<file path="src/lbrt_pkg.sv">
package lbrt_pkg;

   // Register byte offsets on the Avalon-MM slave.
   localparam logic [5:0] LBRT_OFF_CFG = 6'h00;
   localparam logic [5:0] LBRT_OFF_LIM = 6'h04;
   localparam logic [5:0] LBRT_OFF_HOLD = 6'h08;
   localparam logic [5:0] LBRT_OFF_STEP = 6'h0C;
   localparam logic [5:0] LBRT_OFF_STAT = 6'h18;

   // Configuration register fields.
   localparam int LBRT_CFG_CTL_LO = 0;
   localparam int LBRT_CFG_SIZE_LO = 4;
   localparam int LBRT_CFG_UPD_BIT = 6;
   localparam int LBRT_CFG_ASYM_BIT = 7;
   localparam logic [7:0] LBRT_CFG_MASK = 8'hF3;
   localparam logic [7:0] LBRT_CFG_RST = 8'h00;

   // Channel control codes.
   localparam logic [1:0] LBRT_CTL_OFF = 2'h0;
   localparam logic [1:0] LBRT_CTL_BREATH = 2'h1;
   localparam logic [1:0] LBRT_CTL_BLINK = 2'h2;
   localparam logic [1:0] LBRT_CTL_ON = 2'h3;

   // PWM size codes and the top of each duty range.
   localparam logic [1:0] LBRT_SIZE_8 = 2'h0;
   localparam logic [1:0] LBRT_SIZE_7 = 2'h1;
   localparam logic [1:0] LBRT_SIZE_6 = 2'h2;
   localparam logic [7:0] LBRT_MAX_8 = 8'hFF;
   localparam logic [7:0] LBRT_MAX_7 = 8'h7F;
   localparam logic [7:0] LBRT_MAX_6 = 8'h3F;

   // Limits and hold-delay field layout.
   localparam int LBRT_LIM_MIN_LO = 0;
   localparam int LBRT_LIM_MAX_LO = 8;
   localparam logic [31:0] LBRT_LIM_MASK = 32'h0000FFFF;
   localparam int LBRT_HOLD_BOT_LO = 0;
   localparam int LBRT_HOLD_TOP_LO = 12;
   localparam logic [31:0] LBRT_HOLD_MASK = 32'h00FFFFFF;
   localparam logic [31:0] LBRT_STEP_MASK = 32'hFFFFFFFF;
   localparam logic [31:0] LBRT_WORD_RST = 32'h00000000;

   typedef enum logic [1:0] {
      LBRT_RISE,
      LBRT_TOP,
      LBRT_FALL,
      LBRT_BOT
   } lbrt_ramp_t;

endpackage : lbrt_pkg

</file>
<file path="src/lbrt_breath.sv">
`timescale 1ns/1ps
module lbrt_breath
   import lbrt_pkg::*;
(
   // Clock and reset.
   input wire logic i_clk,
   input wire logic i_rst_n,
   // Avalon-MM slave.
   input wire logic [5:0] i_address,
   input wire logic i_read,
   input wire logic i_write,
   input wire logic [3:0] i_byteenable,
   input wire logic [31:0] i_writedata,
   output logic [31:0] o_readdata,
   output logic o_waitrequest,
   // LED drive.
   output logic o_pwm
);

   typedef struct packed {
      logic [7:0] cfg;
      logic wreq;
      logic [31:0] rdata;
      logic [7:0] cnt;
      logic [11:0] pre;
      logic [7:0] duty;
      lbrt_ramp_t ramp;
      logic [11:0] hold;
      logic pwm;
   } lbrt_st_t;

   lbrt_st_t s_q;
   lbrt_st_t s_d;

   logic [31:0] lim_w;
   logic [31:0] hold_w;
   logic [31:0] step_w;
   logic [1:0] ctl;
   logic [1:0] size;
   logic upd_en;
   logic asym;
   logic [7:0] size_max;
   logic [7:0] lim_max;
   logic [7:0] lim_min;
   logic [11:0] top_hold;
   logic [11:0] bot_hold;
   logic tick;
   logic period_end;
   logic falling;
   logic [2:0] seg;
   logic [3:0] field;
   logic [4:0] amt;
   logic [8:0] sum;
   logic [8:0] dif;
   logic [7:0] inc_v;
   logic [7:0] dec_v;
   logic acc;
   logic wr_en;
   logic ld_lim;
   logic ld_ramp;

   assign ctl = s_q.cfg[LBRT_CFG_CTL_LO +: 2];
   assign size = s_q.cfg[LBRT_CFG_SIZE_LO +: 2];
   assign upd_en = s_q.cfg[LBRT_CFG_UPD_BIT];
   assign asym = s_q.cfg[LBRT_CFG_ASYM_BIT];
   assign lim_max = lim_w[LBRT_LIM_MAX_LO +: 8];
   assign lim_min = lim_w[LBRT_LIM_MIN_LO +: 8];
   assign top_hold = hold_w[LBRT_HOLD_TOP_LO +: 12];
   assign bot_hold = hold_w[LBRT_HOLD_BOT_LO +: 12];

   // A bus access is taken in the cycle after it is seen, so waitrequest
   // is low for exactly one cycle per transfer.
   assign acc = (i_read || i_write) && s_q.wreq;
   assign wr_en = i_write && !s_q.wreq;

   // While the channel is off no period ends, so the limits, and hold and step when the update bit is set,
   // are passed straight through to keep a fresh enable from using stale data.
   assign ld_lim = period_end || (ctl == LBRT_CTL_OFF);
   assign ld_ramp = ld_lim && upd_en;

   lbrt_shadow_reg #(.MASK(LBRT_LIM_MASK)) u_lim (
      .i_clk(i_clk),
      .i_rst_n(i_rst_n),
      .i_wr(wr_en && (i_address == LBRT_OFF_LIM)),
      .i_be(i_byteenable),
      .i_wdata(i_writedata),
      .i_load(ld_lim),
      .o_work(lim_w)
   );

   // Reserved top byte is masked off before it is stored.
   lbrt_shadow_reg #(.MASK(LBRT_HOLD_MASK)) u_hold (
      .i_clk(i_clk),
      .i_rst_n(i_rst_n),
      .i_wr(wr_en && (i_address == LBRT_OFF_HOLD)),
      .i_be(i_byteenable),
      .i_wdata(i_writedata),
      .i_load(ld_ramp),
      .o_work(hold_w)
   );

   lbrt_shadow_reg #(.MASK(LBRT_STEP_MASK)) u_step (
      .i_clk(i_clk),
      .i_rst_n(i_rst_n),
      .i_wr(wr_en && (i_address == LBRT_OFF_STEP)),
      .i_be(i_byteenable),
      .i_wdata(i_writedata),
      .i_load(ld_ramp),
      .o_work(step_w)
   );

   // Reserved size code behaves as 8-bit.
   always_comb begin
      unique case (size)
         LBRT_SIZE_7: size_max = LBRT_MAX_7;
         LBRT_SIZE_6: size_max = LBRT_MAX_6;
         default: size_max = LBRT_MAX_8;
      endcase
   end

   assign tick = (ctl == LBRT_CTL_BLINK) ? (s_q.pre == bot_hold) : 1'b1;
   assign period_end = tick && (s_q.cnt == size_max) &&
                       (ctl != LBRT_CTL_OFF);

   // Top hold belongs to the falling half so its exit step uses it.
   assign falling = (s_q.ramp == LBRT_FALL) || (s_q.ramp == LBRT_TOP);
   assign seg = asym ? {falling, s_q.duty[7:6]} : s_q.duty[7:5];
   assign field = step_w[{seg, 2'b00} +: 4];

   always_comb begin
      unique case (size)
         LBRT_SIZE_7: amt = {2'h0, field[3:1]} + 5'h01;
         LBRT_SIZE_6: amt = {3'h0, field[3:2]} + 5'h01;
         default: amt = {1'h0, field} + 5'h01;
      endcase
   end

   // Steps saturate at the ends of the duty range instead of wrapping.
   assign sum = {1'b0, s_q.duty} + {4'h0, amt};
   assign dif = {1'b0, s_q.duty} - {4'h0, amt};
   assign inc_v = (sum > {1'b0, size_max}) ? size_max : sum[7:0];
   assign dec_v = dif[8] ? 8'h00 : dif[7:0];

   always_comb begin
      s_d = s_q;
      s_d.wreq = !acc;
      if (wr_en && (i_address == LBRT_OFF_CFG)) begin
         for (int b = 0; b < 1; b++) begin
            if (i_byteenable[b]) begin
               s_d.cfg = i_writedata[7:0] & LBRT_CFG_MASK;
            end
         end
      end
      if (acc) begin
         s_d.rdata = LBRT_WORD_RST;
         if (i_read) begin
            unique case (i_address)
               LBRT_OFF_CFG: s_d.rdata = {24'h0, s_q.cfg};
               LBRT_OFF_LIM: s_d.rdata = lim_w;
               LBRT_OFF_HOLD: s_d.rdata = hold_w;
               LBRT_OFF_STEP: s_d.rdata = step_w;
               LBRT_OFF_STAT: s_d.rdata = {22'h0, s_q.ramp, s_q.duty};
               default: s_d.rdata = LBRT_WORD_RST;
            endcase
         end
      end
      // PWM period counter and blink prescaler.
      if (ctl == LBRT_CTL_OFF) begin
         s_d.cnt = 8'h00;
         s_d.pre = 12'h000;
      end else begin
         if (ctl == LBRT_CTL_BLINK) begin
            s_d.pre = (s_q.pre == bot_hold) ? 12'h000 : s_q.pre + 12'h001;
         end else begin
            s_d.pre = 12'h000;
         end
         if (tick) begin
            s_d.cnt = (s_q.cnt == size_max) ? 8'h00 : s_q.cnt + 8'h01;
         end
      end
      // Duty ramp.
      if (ctl != LBRT_CTL_BREATH) begin
         s_d.ramp = LBRT_RISE;
         s_d.hold = 12'h000;
         s_d.duty = (ctl == LBRT_CTL_BLINK) ? lim_min : 8'h00;
      end else if (period_end) begin
         unique case (s_q.ramp)
            LBRT_RISE: begin
               s_d.hold = 12'h000;
               if (s_q.duty >= lim_max) begin
                  s_d.ramp = LBRT_TOP;
               end else begin
                  s_d.duty = inc_v;
                  if (inc_v >= lim_max) begin
                     s_d.ramp = LBRT_TOP;
                  end
               end
            end
            LBRT_TOP: begin
               if (s_q.hold == top_hold) begin
                  s_d.duty = dec_v;
                  s_d.hold = 12'h000;
                  s_d.ramp = (dec_v <= lim_min) ? LBRT_BOT : LBRT_FALL;
               end else begin
                  s_d.hold = s_q.hold + 12'h001;
               end
            end
            LBRT_FALL: begin
               s_d.hold = 12'h000;
               if (s_q.duty <= lim_min) begin
                  s_d.ramp = LBRT_BOT;
               end else begin
                  s_d.duty = dec_v;
                  if (dec_v <= lim_min) begin
                     s_d.ramp = LBRT_BOT;
                  end
               end
            end
            LBRT_BOT: begin
               if (s_q.hold == bot_hold) begin
                  s_d.duty = inc_v;
                  s_d.hold = 12'h000;
                  s_d.ramp = (inc_v >= lim_max) ? LBRT_TOP : LBRT_RISE;
               end else begin
                  s_d.hold = s_q.hold + 12'h001;
               end
            end
         endcase
      end
      unique case (ctl)
         LBRT_CTL_OFF: s_d.pwm = 1'b0;
         LBRT_CTL_ON: s_d.pwm = 1'b1;
         default: s_d.pwm = (s_q.cnt < s_q.duty);
      endcase
   end

   always_ff @(posedge i_clk or negedge i_rst_n) begin
      if (!i_rst_n) begin
         s_q <= '{cfg: LBRT_CFG_RST, wreq: 1'b1, rdata: LBRT_WORD_RST,
                  cnt: 8'h00, pre: 12'h000, duty: 8'h00, ramp: LBRT_RISE,
                  hold: 12'h000, pwm: 1'b0};
      end else begin
         s_q <= s_d;
      end
   end

   assign o_readdata = s_q.rdata;
   assign o_waitrequest = s_q.wreq;
   assign o_pwm = s_q.pwm;

   bus_answer_a: assert property (@(posedge i_clk) disable iff (!i_rst_n)
      (i_read || i_write) && o_waitrequest |=> !o_waitrequest)
      else $error("Bus request not answered after one wait cycle.");

   read_work_a: assert property (@(posedge i_clk) disable iff (!i_rst_n)
      i_read && !o_waitrequest && (i_address == LBRT_OFF_HOLD)
      |-> o_readdata == $past(hold_w))
      else $error("Hold read did not return working contents.");

   shadow_hold_a: assert property (@(posedge i_clk)
      disable iff (!i_rst_n) !ld_ramp |=> (hold_w == $past(hold_w)) &&
      (step_w == $past(step_w)))
      else $error("Working copy changed without a load.");

   reserved_zero_a: assert property (@(posedge i_clk)
      disable iff (!i_rst_n) hold_w[31:24] == 8'h00)
      else $error("Reserved hold bits are not zero.");

   top_wait_a: assert property (@(posedge i_clk) disable iff (!i_rst_n)
      (ctl == LBRT_CTL_BREATH) && period_end && (s_q.ramp == LBRT_TOP) &&
      (s_q.hold != top_hold) |=> s_q.duty == $past(s_q.duty))
      else $error("Duty moved during top hold.");

   bot_exit_a: assert property (@(posedge i_clk) disable iff (!i_rst_n)
      (ctl == LBRT_CTL_BREATH) && period_end && (s_q.ramp == LBRT_BOT) &&
      (s_q.hold == bot_hold) |=> (s_q.duty == $past(s_q.duty) +
      {3'h0, $past(amt)}) || (s_q.duty == $past(size_max)))
      else $error("Duty not incremented at end of bottom hold.");

   step_eight_a: assert property (@(posedge i_clk)
      disable iff (!i_rst_n) (size == LBRT_SIZE_8) && (s_q.ramp == LBRT_RISE)
      && (ctl == LBRT_CTL_BREATH) && period_end && (s_q.duty < lim_max)
      && (sum <= {1'b0, size_max})
      |=> s_q.duty == $past(s_q.duty) + {4'h0, $past(field)} + 8'h01)
      else $error("8-bit step is not field plus one.");

   step_small_a: assert property (@(posedge i_clk)
      disable iff (!i_rst_n) (size == LBRT_SIZE_6) |-> amt <= 5'h04)
      else $error("6-bit step out of range.");

   off_reset_a: assert property (@(posedge i_clk) disable iff (!i_rst_n)
      (ctl == LBRT_CTL_OFF) |=> !o_pwm && (s_q.cnt == 8'h00))
      else $error("Off mode left PWM running.");

   bot_wait_a: assert property (@(posedge i_clk) disable iff (!i_rst_n)
      (ctl == LBRT_CTL_BREATH) && period_end && (s_q.ramp == LBRT_BOT) &&
      (s_q.hold != bot_hold) |=> s_q.duty == $past(s_q.duty))
      else $error("Duty moved during bottom hold.");

   step_seven_a: assert property (@(posedge i_clk)
      disable iff (!i_rst_n) (size == LBRT_SIZE_7) |->
      (amt != 5'h00) && (amt <= 5'h08))
      else $error("7-bit step out of range.");

   asym_index_a: assert property (@(posedge i_clk)
      disable iff (!i_rst_n) asym && (s_q.ramp == LBRT_FALL) |->
      seg == {1'b1, s_q.duty[7:6]})
      else $error("Falling segment index is wrong.");

   blink_wait_a: assert property (@(posedge i_clk)
      disable iff (!i_rst_n) (ctl == LBRT_CTL_BLINK) &&
      (s_q.pre != bot_hold) |=> s_q.cnt == $past(s_q.cnt))
      else $error("PWM counter moved between prescaler ticks.");

   rise_order_a: assert property (@(posedge i_clk)
      disable iff (!i_rst_n) (ctl == LBRT_CTL_BREATH) && period_end &&
      (s_q.ramp == LBRT_RISE) |=>
      (s_q.ramp == LBRT_RISE) || (s_q.ramp == LBRT_TOP))
      else $error("Rising ramp left for a wrong state.");

   on_high_a: assert property (@(posedge i_clk) disable iff (!i_rst_n)
      (ctl == LBRT_CTL_ON) |=> o_pwm)
      else $error("Always-on mode left PWM low.");

endmodule : lbrt_breath

</file>
<file path="src/lbrt_shadow_reg.sv">
`timescale 1ns/1ps
module lbrt_shadow_reg
   import lbrt_pkg::*;
#(
   parameter logic [31:0] MASK = 32'hFFFFFFFF
) (
   // Clock and reset.
   input wire logic i_clk,
   input wire logic i_rst_n,
   // Software write into the holding copy.
   input wire logic i_wr,
   input wire logic [3:0] i_be,
   input wire logic [31:0] i_wdata,
   // Transfer holding copy into the working copy.
   input wire logic i_load,
   // Working contents.
   output logic [31:0] o_work
);

   typedef struct packed {
      logic [31:0] shadow;
      logic [31:0] work;
   } lbrt_sh_t;

   lbrt_sh_t s_q;
   lbrt_sh_t s_d;

   always_comb begin
      s_d = s_q;
      if (i_wr) begin
         for (int b = 0; b < 4; b++) begin
            if (i_be[b]) begin
               s_d.shadow[b*8 +: 8] = i_wdata[b*8 +: 8] & MASK[b*8 +: 8];
            end
         end
      end
      // The load takes the old holding value, so a write racing a
      // period end lands at the next one.
      if (i_load) begin
         s_d.work = s_q.shadow;
      end
   end

   always_ff @(posedge i_clk or negedge i_rst_n) begin
      if (!i_rst_n) begin
         s_q <= '{shadow: LBRT_WORD_RST, work: LBRT_WORD_RST};
      end else begin
         s_q <= s_d;
      end
   end

   assign o_work = s_q.work;

endmodule : lbrt_shadow_reg

</file>
<file path="config.mk">
export PLATFORM = sky130hd
export DESIGN_NAME = lbrt_breath
export DESIGN_NICKNAME = d
export VERILOG_FILES = /design/src/lbrt_pkg.sv /design/src/lbrt_breath.sv /design/src/lbrt_shadow_reg.sv
export SDC_FILE = /design/constraint.sdc
export NUM_CORES = 1
export LEC_CHECK = 0
export BUFFER_PORTS_ARGS = -buffer_cell sky130_fd_sc_hd__clkbuf_2
export CORE_ASPECT_RATIO = 0.75
export CORE_MARGIN = 2
export CORE_UTILIZATION = 35
export CTS_CLUSTER_SIZE = 10
export DETAILED_ROUTE_END_ITERATION = 7
export PLACE_DENSITY = 0.57
export SETUP_SLACK_MARGIN = 0.4
export SLEW_MARGIN = 10
export SYNTH_ARGS = -nofsm -noshare
export SYNTH_HDL_FRONTEND = slang
export SYNTH_SLANG_ARGS = --single-unit
export TNS_END_PERCENT = 20
</file>
<file path="constraint.sdc">
create_clock -name i_clk -period 17 [get_ports i_clk]
set_clock_uncertainty 0.1 [all_clocks]
set_input_delay 2.55 -clock i_clk [delete_from_list [all_inputs] [get_ports i_clk]]
set_output_delay 2.55 -clock i_clk [all_outputs]
set_load 0.02 [all_outputs]
</file>
# Yosys cells after proc, flatten, opt, wreduce, memory -nomap -nowiden

Cells that the tools add are included.

Register bits: 226

Add/sub/neg operators: 8
$lt $le $gt $ge: 6
Eq/ne operators: 22
Shifts and indexed selects: 1
Multiplexer cells: 30
Reductions and logical operators: 32

Operator list:

| kind                  | number |
|---|---|
| $pmux 32 s5           | 1 |
| $pmux 22 s4           | 1 |
| $mux 8                | 7 |
| $mux 12               | 4 |
| $mux 22               | 2 |
| $eq 12x12->1          | 3 |
| $mux 32               | 1 |
| $shiftx 32x6->4       | 1 |
| $add 12x1->12 const B | 2 |
| $mux 10               | 2 |
| $mux 20               | 1 |
| $reduce_and 2->1      | 10 |
| $ge 8x8->1            | 2 |
| $le 8x8->1            | 2 |
| $pmux 8 s2            | 1 |
| $eq 6x4->1 const B    | 2 |
| $eq 2x2->1 const B    | 5 |
| $pmux 5 s2            | 1 |
| $reduce_and 5->1      | 2 |
| $add 8x5->9           | 1 |
| $gt 9x8->1            | 1 |
| $logic_and 1x1->1     | 9 |
| $ne 3x3->1 const B    | 3 |
| $sub 8x5->9           | 1 |
| 22 further kinds      | 34 |

# Logic depth before layout (Yosys ltp)

Depth in word-level cells: 15
Mapped depth: 32
Mapped depth without buffers: 30

# By module

Synthesis repeated with hierarchy kept, for this count alone.

Cell total of the unflattened synthesis: 1221
Area, all modules: 13464.2 µm²

Modules (own cells, without submodules):

| module                   | instances | cells each | area an instance (µm²) | seq. area each (µm²) |
|---|---|---|---|---|
| lbrt_breath              | 1         | 817        | 7299.5                 | 2053.2 |
| lbrt_shadow_reg (u_step) | 1         | 168        | 2636.3                 | 1601.5 |
| lbrt_shadow_reg (u_hold) | 1         | 135        | 2042.0                 | 1201.2 |
| lbrt_shadow_reg (u_lim)  | 1         | 101        | 1486.4                 | 800.8 |

# Least setup slack after synthesis

OpenSTA, ideal clock, no wires.

Path kind: reg-to-reg
From: register s_q, in the netlist asym
To: register s_q[13] (netlist bit)
Library setup time: 0.133 ns
Arrival time: 6.388 ns
Data required time: 16.767 ns
Slack: 10.380 ns
Stages on the path, launching flop included: 31
Buffers on the path: 3
Period minus slack after synthesis: 6.620 ns
Cell sequence: dfrtp_1 buf_2 mux2i_4 mux4_2 mux2i_2 inv_1 ha_1 xnor2_1 and2_1 o31a_1 ha_1 buf_2 nand2b_1 a211oi_1 o21ai_0 xnor2_1 ha_1 nand2_1 nor4_1 nand3_1 o41ai_1 buf_2 and2_1 nand2_1 ha_1 a211oi_1 o21a_1 o21ai_0 a211o_1 o21ai_0 mux2i_1

Word-level cells in the longest chain between the ends: 13
Elaborated cells between the ends (all ways): 23
Classes of those cells: 5 x add/sub; 3 x order compare; 2 x eq/ne; 1 x shift; 11 x mux; 1 x reduce/logical

Ends and longest elaborated chain:

| item                                      | RTL line                               | text |
|---|---|---|
| from (decl)                               | lbrt_breath.sv:32                      | `lbrt_st_t s_q;` |
| from (signal assigned)                    | lbrt_breath.sv:239                     | `s_q <= '{cfg: LBRT_CFG_RST, wreq: 1'b1, rdata: LBRT_WORD_RST,` |
| $mux 3 *                                  | lbrt_breath.sv:127                     | `assign seg = asym ? {falling, s_q.duty[7:6]} : s_q.duty[7:5];` |
| $shiftx 32x6->4 *                         | lbrt_breath.sv:128                     | `assign field = step_w[{seg, 2'b00} +: 4];` |
| $add 4x1->5, or another cell as far along | lbrt_breath.sv:134                     | `default: amt = {1'h0, field} + 5'h01;` |
| $pmux 5 s2 *                              | lbrt_breath.sv:131                     | `unique case (size)` |
| $add 8x5->9                               | lbrt_breath.sv:139                     | `assign sum = {1'b0, s_q.duty} + {4'h0, amt};` |
| $gt 9x8->1                                | lbrt_breath.sv:141                     | `assign inc_v = (sum > {1'b0, size_max}) ? size_max : sum[7:0];` |
| $mux 8                                    | lbrt_breath.sv:141                     |  |
| $ge 8x8->1                                | lbrt_breath.sv:194, lbrt_breath.sv:223 |  |
| $mux 1                                    | lbrt_breath.sv:223                     | `s_d.ramp = (inc_v >= lim_max) ? LBRT_TOP : LBRT_RISE;` |
| $mux 10                                   | lbrt_breath.sv:220                     | `if (s_q.hold == bot_hold) begin` |
| $pmux 22 s4                               | lbrt_breath.sv:187                     | `unique case (s_q.ramp)` |
| $mux 22                                   | lbrt_breath.sv:186                     | `end else if (period_end) begin` |
| $mux 22                                   | lbrt_breath.sv:182                     | `if (ctl != LBRT_CTL_BREATH) begin` |

Mark *: on every way between the ends. The rest lies on a longest branch, timed or not. The select of a mux whose other input is x is not followed.
A chain may end at the register's enable or synchronous reset.

# Final worst setup path

From: register s_q[21] (netlist bit)
To: register s_q[13] (netlist bit)

Word-level cells in the longest chain between the ends: 13
Elaborated cells between the ends (all ways): 27
Classes of those cells: 5 x add/sub; 5 x order compare; 2 x eq/ne; 1 x shift; 13 x mux; 1 x reduce/logical

Ends and longest elaborated chain:

| item                                      | RTL line |
|---|---|
| $mux 3                                    | lbrt_breath.sv:127 |
| $shiftx 32x6->4                           | lbrt_breath.sv:128 |
| $add 4x1->5, or another cell as far along | lbrt_breath.sv:134 |
| $pmux 5 s2                                | lbrt_breath.sv:131 |
| $add 8x5->9                               | lbrt_breath.sv:139 |
| $gt 9x8->1                                | lbrt_breath.sv:141 |
| $mux 8                                    | lbrt_breath.sv:141 |
| $ge 8x8->1                                | lbrt_breath.sv:194, lbrt_breath.sv:223 |
| $mux 1                                    | lbrt_breath.sv:223 |
| $mux 10                                   | lbrt_breath.sv:220 |
| $pmux 22 s4                               | lbrt_breath.sv:187 |
| $mux 22                                   | lbrt_breath.sv:186 |
| $mux 22                                   | lbrt_breath.sv:182 |

Several ways; a longest one is shown, not always the timed one. The select of a mux whose other input is x is not followed.

==> results.md <==
* Max Fclk at ~130 MHz
* Place WS at between 9000 and 10000 ps
* DR DRC count at 6
* Syn Area/Cell at 11.0 um2
* Post-synth cell types at 69
* Layout net count at 1292
* HP Class: reg -> reg
* H-tree Lvls at 1
* Worst-path maximum fanout at 16
* Bufs on Longest Clock Path at 3
* Global Route Usage Sum at between 10% and 20%
* Worst reg2reg startpoint: s_q[21]
* Unrepaired setup endpoints after global routing: false
* First DRT Iteration DRCs at 868
* Crit. End Element: flip-flop
* # clock sinks at ~230
* Cell Pwr Density at slightly below 100 nW/um2
* Core area at about 35000 um2
* Setup Crit Path Kind: reg -> reg
* GPL Wtd Cong at 0.890
* Area Growth Syn to Fin at 10.9%
* Final TNS setup at 0 ps
* Largest stage delay, worst path at between 600 and 700 ps
* Total number of vias at roughly 8900
* Clock Tree Root: clkbuf_16
* Full die area at 37000 um2
* Min-delay src: o_readdata[19]
* Reg power frac at 43.9%
* Hold_buf cts at 0
* Fin. Hold Viols at 0
* Max cap viols at 0
* Sw Pwr at 0.380 mW
* Num CTS Buffers at 27
* CP dominant cell by count: ha_1
* Slowest cell on the critical path: dfrtp_1
* Synthesized instance count at 1134
* Worst rel slew slack at 30.8%
* RR Endpoint: s_q[13]
* Initial antenna violation count at 3
* Min Clock Period, post-route at approximately 7400 ps
* Sequential fraction of the synthesis area at 45.5%
* Worst EP arrival at roughly 8000 ps
* Post-CTS Resized at 0
* Die Wd at ~220 um
* Worst Path Buf+Inv at 2
* Cell Int Power at between 0.9 and 1 mW
* Share of cells above drive strength 1 at between 20% and 30%
* Largest net degree at the start of global routing at 84
* WL/cell at around 22 um
* Ys flop type: dfrtp_1
* Worst skew pair latency at 540 ps
* Vias in the first global route at 8676
* Post-CTS Setup Bufs at 0
* Initial core utilization at 35.6%
* # setup viols final at 0
* Final period utilization at about 44%
* Initial DRT Pass Iterations at 8
* Hold path depth at 2
* GRT Residual Overflow at 0
* Part of the power in combinational logic at between 10% and 20%
* CTS tree: done
* Status: complete, but fails checks
* #FFs+latches synth at approximately 230
* Critical path required time at between 15000 and 20000 ps
* I/O Buffers at a little under 80
* Final setup margin at approximately 9600 ps
* Clock transition at the registers of the reported paths at 60 ps
* Clk pwr share at about two fifths
* Synthesized cell area at between 10000 and 15000 um2
* Final wirelength at between 30000 and 40000 um
* Hold EP: o_readdata[19]
* Avg Vias per Cell at ~5.4
* R2r worst-path depth at 29
* Failing checks: DRC
* Slew Limit Fails at 0
* Antenna-violating nets left at 0
* Chip height at about 170 um
* Core Rows at just under 60
* Yosys warns at 0
* I/O Pins at 80
* Setup slack, reg-to-reg at 9550 ps
* Slew of the pin with the lowest slew margin at between 1000 and 1500 ps
* Dpl hpwl at 26500 um
* Switching share of power at ~29%
* Syn nets at between 1000 and 1500
* Leakage power at around 6.6 nW
* Maximum VDD drop at a little under 70 uV
* First-pass GRT wire length at between 50000 and 60000 um
* Async set-reset flop share out of synthesis at 100%
* Number of synthesized flops with an enable pin at 0
* Crit path max-delay family: compound AO/OA/AOI/OAI gates
* Startpoint class of the critical path: flip-flop
## layout by cell type (no fill, tap or decap), types with 8 or more instances in the layout
cell and n:
a21o_1 8, a21oi_1 24, a221oi_1 8, a222oi_1 10, a22o_1 10, a22oi_1 8, and3_1 23, buf_4 14
clkbuf_16 27, clkbuf_2 78, dfrtp_1 225, ha_1 68, inv_1 52, mux2_1 26, mux2_2 111, mux2i_1 15
mux4_2 8, nand2_1 89, nand2b_1 17, nand3_1 21, nand4_1 17, nor2_1 51, nor2b_1 10, o21ai_0 95
xnor2_1 50, xor2_1 11
## power groups by stage
| stage | clock [mW] | sequential, mW | combinational [mW] |
|---|---|---|---|
| 2_1_floorplan | 0 | 0.584 | 0.161 |
| 3_3_place_gp | 0 | 0.593 | 0.230 |
| 3_5_place_dp | 0 | 0.593 | 0.234 |
| 4_1_cts | 0.524 | 0.584 | 0.235 |
| 5_1_grt | 0.548 | 0.588 | 0.265 |
| 6_report | 0.512 | 0.584 | 0.237 |
## layout make-up
type                       count  area (um2)
antenna                        1        2.50
clock buffer                  31         691
clock inverter                 3        40.0
fill                        3391       21100
inverter                      52         195
multi-input combinational    776        6110
sequential                   226        5660
tap                          457         572
timing repair buffer          93         510
## how the worst max path moves through the flow
stage	startpoint	endpoint	slack, ps	depth (start not counted)
2_1_floorplan	asym	s_q[13]	10380	30
3_3_place_gp	s_q[21]	s_q[13]	9820	29
3_5_place_dp	s_q[21]	s_q[13]	9620	29
4_1_cts	s_q[21]	s_q[13]	9570	29
5_1_grt	s_q[21]	s_q[13]	9020	29
6_report	s_q[21]	s_q[13]	9550	29
## Yosys cell counts, types with 3 or more instances
master / number / area (um2)
nor2b_1: 10 / 62.6
nor3_1: 4 / 20.0
o31a_1: 4 / 35.0
o31ai_1: 5 / 37.5
a222oi_1: 10 / 100
nand2_1: 90 / 338
o21ai_0: 95 / 475
a211oi_1: 4 / 30.0
a21o_1: 8 / 60.1
a31oi_1: 7 / 43.8
a22o_1: 10 / 87.6
o21bai_1: 4 / 30.0
ha_1: 68 / 851
dfrtp_1: 225 / 5630
buf_6: 5 / 56.3
a21boi_0: 3 / 22.5
buf_2: 8 / 40.0
nand3_1: 21 / 105
nand2b_1: 17 / 106
mux4_2: 8 / 180
and2_1: 4 / 25.0
nor3b_1: 5 / 37.5
a221oi_1: 8 / 70.1
mux2_2: 111 / 1250
nor2_1: 51 / 191
o211ai_1: 5 / 37.5
xor2_1: 11 / 96.3
clkbuf_1: 33 / 124
nor4_1: 4 / 25.0
and3_1: 23 / 144
inv_1: 52 / 195
o21a_1: 3 / 22.5
buf_4: 33 / 248
mux2i_1: 15 / 150
xnor2_1: 50 / 438
nand4_1: 17 / 106
a22oi_1: 8 / 60.1
o21ai_1: 4 / 20.0
mux2_1: 26 / 293
or2_2: 5 / 31.3
a21oi_1: 24 / 120
## worst register-to-register path: cells and delay by family (launching register included)
family	cells	cell delay (ps)
adders and majority gates	4	1270
buffers and inverters	2	330
DFF	1	630
muxes	4	1530
AOI/OAI and AO/OA	8	1870
xor gates and xnor gates	2	350
and+or+nand+nor	9	1240
## per-stage QoR
step | power [mW] | cells | util [%] | hold WS [ps] | area, um2
floorplan | 0.745 | 1134 | - | 344 | 12400
global placement | 0.823 | 1604 | 37.4 | 358 | 13000
detailed placement | 0.827 | 1604 | 37.4 | 365 | 13000
CTS | 1.34 | 1638 | 39.5 | 381 | 13800
global route | 1.40 | 1638 | 39.5 | 389 | 13800
finish | 1.33 | 1639 | 39.5 | 375 | 13800
## layer usage
| metal | vias up | part of all wire, % | GRT usage, % |
|---|---|---|---|
| met4 | 0 | 1.6 | 3.55 |
| met2 | 266 | 41 | 26.8 |
| met1 | 4511 | 49 | 29.8 |
| met3 | 44 | 8.4 | 5.58 |
| li1 | 4100 | - | - |
| met5 | - | 0 | 0 |
## cell families after synthesis
| family | after synthesis | synth area share (%) |
|---|---|---|
| compound gates | 221 | 11.6 |
| simple gates | 259 | 10.2 |
| xor+xnor | 61 | 4.30 |
| mux | 165 | 15.8 |
| buf+inv | 132 | 5.37 |
| fa+ha+maj | 70 | 7.17 |
| flops | 226 | 45.5 |
## sequential cells by signal, summed over array words and instances (netlist names)
signal / count
u_lim.o_work: 16
o_pwm: 1
u_hold.o_work: 24
ctl: 2
u_lim.s_q: 16
asym: 1
o_waitrequest: 1
u_step.s_q: 32
s_q: 45
o_readdata: 32
u_step.o_work: 32
u_hold.s_q: 24
Note: power is estimated with default switching activity, not from simulation.
